### src/pkg/adc_trigger_pkg.sv
// Purpose: Constants and types for the converter trigger control block
// Assumes: APB with 32-bit data, one aligned word per register
// Notes:   Offsets are byte addresses on paddr[7:0]
package adc_trigger_pkg;
	// ------------------------------------------------------------------
	// Register map
	// ------------------------------------------------------------------
	localparam logic [7:0] OFS_TRIGGER_SELECT = 8'h00;
	localparam logic [7:0] OFS_CONTROL_STATUS = 8'h04;
	localparam logic [7:0] OFS_TIMER_REQ_CTRL = 8'h08;
	localparam logic [7:0] OFS_CMP_REQ_EN     = 8'h0c;
	localparam logic [7:0] OFS_IRQ_STATUS     = 8'h10;
	localparam logic [7:0] OFS_IRQ_MASK       = 8'h14;
	localparam logic [7:0] OFS_RESULT         = 8'h18;
	// ------------------------------------------------------------------
	// Reset values
	// ------------------------------------------------------------------
	localparam logic [15:0] RST_TRIGGER_SELECT = 16'h0000;
	localparam logic [15:0] RST_CONTROL_STATUS = 16'h0000;
	localparam logic [15:0] RST_TIMER_REQ_CTRL = 16'h0000;
	// ------------------------------------------------------------------
	// Control and status field positions
	// ------------------------------------------------------------------
	localparam int CS_END_FLAG   = 15;
	localparam int CS_IRQ_EN     = 14;
	localparam int CS_AMP_ON     = 12;
	localparam int CS_HW_TRG_EN  = 11;
	localparam int CS_END_CTRL   = 9;
	localparam int CS_TIME_SEL   = 8;
	localparam int CS_CLK_HI     = 7;
	localparam int CS_CLK_LO     = 6;
	localparam int CS_MODE_HI    = 5;
	localparam int CS_MODE_LO    = 4;
	localparam int CS_CONT_SCAN  = 3;
	// Timer request control field positions
	localparam int TR_UP_A       = 7;
	localparam int TR_DOWN_A     = 6;
	localparam int TR_UP_B       = 5;
	localparam int TR_DOWN_B     = 4;
	localparam int TR_A_CH3_LINK = 3;
	localparam int TR_A_CH4_LINK = 2;
	localparam int TR_B_CH3_LINK = 1;
	localparam int TR_B_CH4_LINK = 0;
	localparam logic [15:0] TR_WMASK = 16'hc0ff;
	localparam int CMP_REQ_EN_BIT = 7;
	// Interrupt status bits
	localparam int IRQ_CONV_END = 0;
	localparam int IRQ_OVERRUN  = 1;
	// ------------------------------------------------------------------
	// Encodings and timing
	// ------------------------------------------------------------------
	localparam logic [15:0] TRG_SRC_EXT   = 16'h0001;
	localparam logic [15:0] TRG_SRC_CMP_A = 16'h0002;
	localparam logic [15:0] TRG_SRC_REQ_A = 16'h0003;
	localparam logic [15:0] TRG_SRC_REQ_B = 16'h0004;
	localparam logic [1:0]  MODE_SINGLE   = 2'b00;
	localparam logic [1:0]  CLK_DIV2      = 2'b10;
	localparam logic [6:0]  CONV_STATES_SHORT = 7'd50;
	localparam logic [6:0]  CONV_STATES_LONG  = 7'd64;

	typedef enum logic {CONV_IDLE, CONV_BUSY} conv_state_t;

	typedef struct packed {
		logic        psel;
		logic        penable;
		logic        pwrite;
		logic [7:0]  paddr;
		logic [31:0] pwdata;
	} apb_req_t;

	typedef struct packed {
		logic ch3_compare_a_interrupt;
		logic ch4_overflow_interrupt;
		logic ch3_skip_point;
		logic ch4_ovf_skip_point;
		logic ch4_counting_up;
		logic delay_match_a;
		logic delay_match_b;
		logic ext_trigger;
	} timer_evt_t;
endpackage

### src/rtl/adc_trigger_control.sv
// Purpose: Converter control with timer-driven delayed start requests
// Assumes: Timer events are one-cycle pulses synchronous to pclk
// Notes:   Converter core is a counter; sample data arrives on a port
// Contract
// - No request B from ch3 skip when link bit clear
// - No request B from ch4 skip when link bit clear
// - Trigger select picks source; 0003 picks request A
// - Bit 15 end flag; bit 14 enables interrupt
// - Bit 12 switches on input amplifier
// - Bit 11 enables external and timer triggers
// - End-flag control bit ignored in single mode
// - Time select 0 gives 50-state conversion
// - Clock field 10 selects clock divided by 2
// - Mode field 00 selects single mode
// - Continuous-scan bit 0 gives single-cycle scan
// - Channel field 000 selects input channel 0
// - Compare A request only when enable set
// - Timer issues delayed requests A, B as triggers
// - Up-count enable allows request A counting up
// - Request A follows ch3 skip when linked
`timescale 1ns/1ns
module adc_trigger_control
	import adc_trigger_pkg::*;
(
	input  wire logic                    pclk,
	input  wire logic                    presetn,
	input  wire adc_trigger_pkg::apb_req_t apb,
	output logic [31:0]                  prdata,
	output logic                         pready,
	output logic                         pslverr,
	input  wire adc_trigger_pkg::timer_evt_t tmr,
	input  wire logic [9:0]              adc_sample_data,
	output logic                         delayed_start_request_a,
	output logic                         delayed_start_request_b,
	output logic                         compare_a_conv_request,
	output logic [2:0]                   analog_channel,
	output logic                         input_amp_on,
	output logic                         conv_busy,
	output logic                         conversion_end_interrupt,
	output logic                         irq
);
	import adc_trigger_pkg::*;

	// ------------------------------------------------------------------
	// State
	// ------------------------------------------------------------------
	typedef struct packed {
		conv_state_t cs;
		logic [15:0] trg_sel;
		logic        end_flag;
		logic        end_irq_en;
		logic        amp_on;
		logic        hw_trg_en;
		logic        end_ctrl;
		logic        time_sel;
		logic [1:0]  cksl;
		logic [1:0]  adm;
		logic        cont_scan;
		logic [2:0]  ch;
		logic [15:0] req_ctrl;
		logic        cmp_req_en;
		logic [1:0]  ists;
		logic [1:0]  imask;
		logic [9:0]  result;
		logic [9:0]  cnt;
		logic        req_a;
		logic        req_b;
		logic        cmp_req;
		logic [31:0] rdata;
		logic        err;
	} st_t;

	st_t state_reg;
	st_t state_next;

	// Cycles per conversion, minus one, from states and clock divider
	function automatic logic [9:0] conv_cycles(input logic long_sel,
		input logic [1:0] cksl);
		logic [6:0] states;
		logic [1:0] sh;
		states = long_sel ? CONV_STATES_LONG : CONV_STATES_SHORT;
		sh = 2'd3 - cksl;
		return 10'(({3'b000, states} << sh) - 10'd1);
	endfunction

	function automatic logic link_ok(input logic l3, input logic l4,
		input logic p3, input logic p4);
		return !(l3 || l4) || (l3 && p3) || (l4 && p4);
	endfunction

	// ------------------------------------------------------------------
	// Combinational
	// ------------------------------------------------------------------
	logic        wr;
	logic        setup;
	logic        hit;
	logic        ok_a;
	logic        ok_b;
	logic        src_pulse;
	logic        trig;
	logic        accept;
	logic        done;
	logic [15:0] csr_rd;

	always_comb begin
		st_t n;
		n = state_reg;
		setup = apb.psel && !apb.penable;
		wr = apb.psel && apb.penable && apb.pwrite;
		hit = 1'b1;
		unique case (apb.paddr)
			OFS_TRIGGER_SELECT, OFS_CONTROL_STATUS, OFS_TIMER_REQ_CTRL,
			OFS_CMP_REQ_EN, OFS_IRQ_STATUS, OFS_IRQ_MASK,
			OFS_RESULT: hit = 1'b1;
			default: hit = 1'b0;
		endcase
		csr_rd = {state_reg.end_flag, state_reg.end_irq_en, 1'b0,
			state_reg.amp_on, state_reg.hw_trg_en, 1'b0,
			state_reg.end_ctrl, state_reg.time_sel, state_reg.cksl,
			state_reg.adm, state_reg.cont_scan, state_reg.ch};

		// Delayed requests gated by count direction and skip linkage
		ok_a = (tmr.ch4_counting_up ? state_reg.req_ctrl[TR_UP_A]
			: state_reg.req_ctrl[TR_DOWN_A])
			&& link_ok(state_reg.req_ctrl[TR_A_CH3_LINK],
			state_reg.req_ctrl[TR_A_CH4_LINK],
			tmr.ch3_skip_point, tmr.ch4_ovf_skip_point);
		ok_b = (tmr.ch4_counting_up ? state_reg.req_ctrl[TR_UP_B]
			: state_reg.req_ctrl[TR_DOWN_B])
			&& link_ok(state_reg.req_ctrl[TR_B_CH3_LINK],
			state_reg.req_ctrl[TR_B_CH4_LINK],
			tmr.ch3_skip_point, tmr.ch4_ovf_skip_point);
		n.req_a = tmr.delay_match_a && ok_a;
		n.req_b = tmr.delay_match_b && ok_b;
		n.cmp_req = tmr.ch3_compare_a_interrupt
			&& state_reg.cmp_req_en;

		// Source select; unknown codes start nothing
		unique case (state_reg.trg_sel)
			TRG_SRC_EXT:   src_pulse = tmr.ext_trigger;
			TRG_SRC_CMP_A: src_pulse = state_reg.cmp_req;
			TRG_SRC_REQ_A: src_pulse = state_reg.req_a;
			TRG_SRC_REQ_B: src_pulse = state_reg.req_b;
			default:       src_pulse = 1'b0;
		endcase
		trig = state_reg.hw_trg_en && src_pulse;
		accept = trig && (state_reg.cs == CONV_IDLE);
		done = (state_reg.cs == CONV_BUSY) && (state_reg.cnt == 10'd0);

		// Single mode, single-cycle scan: one pass then idle. Other
		// mode and scan codes are stored but run the same pass, and
		// the end-flag control bit steers nothing here.
		unique case (state_reg.cs)
			CONV_IDLE: begin
				if (accept) begin
					n.cs = CONV_BUSY;
					n.cnt = conv_cycles(state_reg.time_sel, state_reg.cksl);
				end
			end
			CONV_BUSY: begin
				if (done) begin
					n.cs = CONV_IDLE;
					n.result = adc_sample_data;
				end else begin
					n.cnt = state_reg.cnt - 10'd1;
				end
			end
		endcase

		// Register writes; hardware set beats software clear
		if (wr) begin
			unique case (apb.paddr)
				OFS_TRIGGER_SELECT: n.trg_sel = apb.pwdata[15:0];
				OFS_CONTROL_STATUS: begin
					if (apb.pwdata[CS_END_FLAG])
						n.end_flag = 1'b0;
					n.end_irq_en = apb.pwdata[CS_IRQ_EN];
					n.amp_on = apb.pwdata[CS_AMP_ON];
					n.hw_trg_en = apb.pwdata[CS_HW_TRG_EN];
					n.end_ctrl = apb.pwdata[CS_END_CTRL];
					n.time_sel = apb.pwdata[CS_TIME_SEL];
					n.cksl = apb.pwdata[CS_CLK_HI:CS_CLK_LO];
					n.adm = apb.pwdata[CS_MODE_HI:CS_MODE_LO];
					n.cont_scan = apb.pwdata[CS_CONT_SCAN];
					n.ch = apb.pwdata[2:0];
				end
				OFS_TIMER_REQ_CTRL:
					n.req_ctrl = apb.pwdata[15:0] & TR_WMASK;
				OFS_CMP_REQ_EN: n.cmp_req_en = apb.pwdata[CMP_REQ_EN_BIT];
				OFS_IRQ_STATUS: n.ists = state_reg.ists & ~apb.pwdata[1:0];
				OFS_IRQ_MASK: n.imask = apb.pwdata[1:0];
				default: ;
			endcase
		end
		if (done) begin
			n.end_flag = 1'b1;
			n.ists[IRQ_CONV_END] = 1'b1;
		end
		if (trig && !accept)
			n.ists[IRQ_OVERRUN] = 1'b1;

		// Read data and error latched in the setup cycle
		if (setup) begin
			n.err = !hit;
			n.rdata = 32'h0000_0000;
			unique case (apb.paddr)
				OFS_TRIGGER_SELECT: n.rdata[15:0] = state_reg.trg_sel;
				OFS_CONTROL_STATUS: n.rdata[15:0] = csr_rd;
				OFS_TIMER_REQ_CTRL: n.rdata[15:0] = state_reg.req_ctrl;
				OFS_CMP_REQ_EN:
					n.rdata[CMP_REQ_EN_BIT] = state_reg.cmp_req_en;
				OFS_IRQ_STATUS: n.rdata[1:0] = state_reg.ists;
				OFS_IRQ_MASK: n.rdata[1:0] = state_reg.imask;
				OFS_RESULT: n.rdata[9:0] = state_reg.result;
				default: ;
			endcase
		end
		state_next = n;
	end

	// ------------------------------------------------------------------
	// Registers
	// ------------------------------------------------------------------
	always_ff @(posedge pclk or negedge presetn) begin
		if (!presetn) begin
			state_reg <= '0;
			state_reg.cs <= CONV_IDLE;
			state_reg.trg_sel <= RST_TRIGGER_SELECT;
			state_reg.req_ctrl <= RST_TIMER_REQ_CTRL;
			state_reg.end_flag <= RST_CONTROL_STATUS[CS_END_FLAG];
		end else begin
			state_reg <= state_next;
		end
	end

	// ------------------------------------------------------------------
	// Outputs
	// ------------------------------------------------------------------
	// Zero-wait slave: the answer is ready in every access phase
	assign pready = 1'b1;
	assign prdata = state_reg.rdata;
	assign pslverr = apb.psel && apb.penable && state_reg.err;
	assign delayed_start_request_a = state_reg.req_a;
	assign delayed_start_request_b = state_reg.req_b;
	assign compare_a_conv_request = state_reg.cmp_req;
	assign analog_channel = state_reg.ch;
	assign input_amp_on = state_reg.amp_on;
	assign conv_busy = (state_reg.cs == CONV_BUSY);
	assign conversion_end_interrupt = state_reg.end_flag
		&& state_reg.end_irq_en;
	assign irq = |(state_reg.ists & state_reg.imask);
endmodule

### config.mk
export PLATFORM = sky130hd
export DESIGN_NAME = adc_trigger_control
export DESIGN_NICKNAME = d
export VERILOG_FILES = /design/src/pkg/adc_trigger_pkg.sv /design/src/rtl/adc_trigger_control.sv
export SDC_FILE = /design/constraint.sdc
export NUM_CORES = 1
export LEC_CHECK = 0
export BUFFER_PORTS_ARGS = -buffer_cell sky130_fd_sc_hd__buf_2
export CAP_MARGIN = 20
export CORE_ASPECT_RATIO = 0.8
export CORE_MARGIN = 1.5
export CORE_UTILIZATION = 40
export CTS_CLUSTER_DIAMETER = 80
export DETAILED_ROUTE_END_ITERATION = 8
export GPL_TIMING_DRIVEN = 0
export SETUP_SLACK_MARGIN = 0.5
export SKIP_CTS_REPAIR_TIMING = 1
export SLEW_MARGIN = 30
export SYNTH_ARGS = -nofsm -noshare
export SYNTH_HDL_FRONTEND = slang
export SYNTH_SLANG_ARGS = --single-unit
### constraint.sdc
create_clock -name pclk -period 2.4 [get_ports pclk]
set_clock_uncertainty 0.2 [all_clocks]
set_input_delay 0.48 -clock pclk [delete_from_list [all_inputs] [get_ports pclk]]
set_output_delay 0.48 -clock pclk [all_outputs]
set_load 0.01 [all_outputs]
==> flow_summary.toml <==
[critical_path]
startpoint_type = "primary input"
cp_max_fo = 10
required_ns = 2.43
crit_path_end = "analog_channel[2]"
reg2reg_slack_ns = 0.10
startpoint = "apb[37]"
critPathKind = "primary input to flop"
cp.arrival_ns = 2.55
cp-end-kind = "flop"
r2r_end = "state_reg[44]"
reg2reg_depth = 9
rr_startpoint = "csr_rd[6]"

[logic_synthesis]
synth_cell_type_count = 59
ys_ff_latch = 86
synth_area_um2 = 4730
ys_seq_area_frac = 0.455
synth-edff-count = 0
async_flop_share = 1.00
synth_cells = 454
yosysWarnings = 0
syn_avg_cell_area_um2 = 10.4
synth_top_flop_cell = "dfrtp_1"

[power_and_ir_drop]
switchingPower_uw = 793
combPwrFrac = 0.094
sw_frac_of_total = 0.256
power_frac_clock = 0.426
p_seq_frac = 0.480
p_leak_uw = 0.00322
ir_drop_v = 0.000314
internal-power_uw = 2300
power.density_nw_per_um2 = 469

[timing]
setup_viol = 14
setup_slack_ns = -0.127
post-route-min-period_ns = 2.53
worst_slew_pin_slew_ns = 0.667
finalCritPeriodShare = 1.05
drv_slew = 0
fin_setup_tns_ns = -1.37
max_freq_mhz = 396
slew_headroom = 0.555
hold_viol = 0
rsz0062_at_grt = "yes"

[cells_and_area]
final_cell_mix = "dfrtp_1, buf_2, buf_4"
antennaDiodeCount = 0
final_common_cell = "dfrtp_1"
nNetsFinal = 656
area_growth_pct = 39.5
finalInstanceArea_um2 = 6590
layout-drive-gt1-share = 0.498
largest_reg_flops = 52

[floorplanning]
boundaryPins = 107
row_count = 35
die_x_um = 125
start_util = 0.411
core_area_um2 = 11500
dieArea_um2 = 12500
die_h_um = 100

[placement]
numPortBuffers = 72
hpwlAfterDp_um = 9270
gp_congestion = 0.903
dpl_cell_area_um2 = 5540

[grt]
grt_overflow = 0
antenna_found_initial = 0
grt_pass1_vias = 3607
grt_first_pass_wirelength_um = 20100
grt_max_degree = 63
track_usage = 0.207

[clock_tree]
cts.sinks = 86
clkSlewWorstSetupHoldPaths_ns = 0.06
cts_root_buffer = "clkbuf_16"
cts_max_path_buffers = 2
clock_latency_ns = 0.34
htreeDepth = 3
cts_buffers = 9
cts_tree = "done"

[routing]
antenna_left = 0
wl_per_cell_um = 18.1
met2_length_um = 5960
via_per_inst = 5.27
wl_met3_um = 896
drc = 0
drt-total-wl_um = 13400
drt_iter0_drc = 303
vias = 3912
wl_met1_um = 6390
drtPass1Iterations = 5
top_layer_used = "met4"

[min_path]
whs_path_depth = 3
hp-class = "primary input to flop"

[run_status]
status = "finished, violations left"
failed_checks = "negative setup slack"

[job]
max-cap-violations = 0
cell type report:
type                    instances  area [µm²]
clock inverters                 6        47.5
repair buffers                108         724
clock buffers                  10         229
fillers                       953        4920
flip-flops and latches         86        2160
inverters                      11        46.3
plain buffers                  56         467
well taps                     148         185
multi-input cells             317        2740
per-layer routing:
metal,track usage,up-vias
met1,0.304,1897
met2,0.310,150
met4,0.0495,0
li1,-,1851
met3,0.0496,14
met5,0,-
cell usage after synthesis, types with 7 or more instances:
library cell  instances  area share
nand2_1              64       0.051
mux2_2               48        0.11
buf_4                36       0.057
mux2i_1               9       0.019
nor2_1               18       0.014
mux2_4                9       0.029
o21ai_0              25       0.026
inv_1                11      0.0087
dfrtp_1              86        0.46
nand4_1               7      0.0093
a22oi_1               9       0.014
clkbuf_1             15       0.012
nor2b_1               8       0.011
cells by family (layout without fill, tap and decap cells):
group           Yosys count  count (layout)  synth area share
buf+inv                  67             191            0.0886
mux                      67              67             0.167
xor+xnor                  3               3           0.00556
fa+ha+maj                 4               4            0.0106
flops                    86              86             0.455
simple gates            146             147             0.156
compound gates           79              79             0.116
other cells               2              17           0.00159
power groups by stage:
stage	Clock, µW	Combinational [µW]	Sequential (µW)
6_report	1320	291	1480
5_1_grt	1400	318	1490
4_1_cts	1350	255	1480
3_5_place_dp	0	254	1510
3_3_place_gp	0	246	1510
2_1_floorplan	0	133	1510
through the flow:
stage	util	total power [µW]	worst slack [ns]	cells	hold WS, ns
final	0.573	3100	-0.127	742	0.127
after global routing	0.573	3210	-0.147	742	0.132
after CTS	0.505	3080	-0.279	706	-0.205
after detailed placement	0.481	1760	-0.634	690	0.160
after global placement	0.478	1760	-0.636	689	0.252
after floorplan	-	1640	-0.303	469	-0.0156
worst max-delay path: stages:
cell and delay, ns:
buf_6 0.09, or4_4 0.53, or3_1 0.34, buf_6 0.14, or3_4 0.38, buf_8 0.14
buf_12 0.15, mux2_4 0.30
worst min-delay path by stage:
stage                             from                end
floorplan                      presetn  analog_channel[0]
global placement         state_reg[52]      state_reg[52]
detailed placement             presetn          conv_busy
CTS                            presetn          conv_busy
global route        adc_sample_data[5]      state_reg[51]
finish              adc_sample_data[5]      state_reg[51]
No activity file was read; power rests on OpenSTA's default activity.
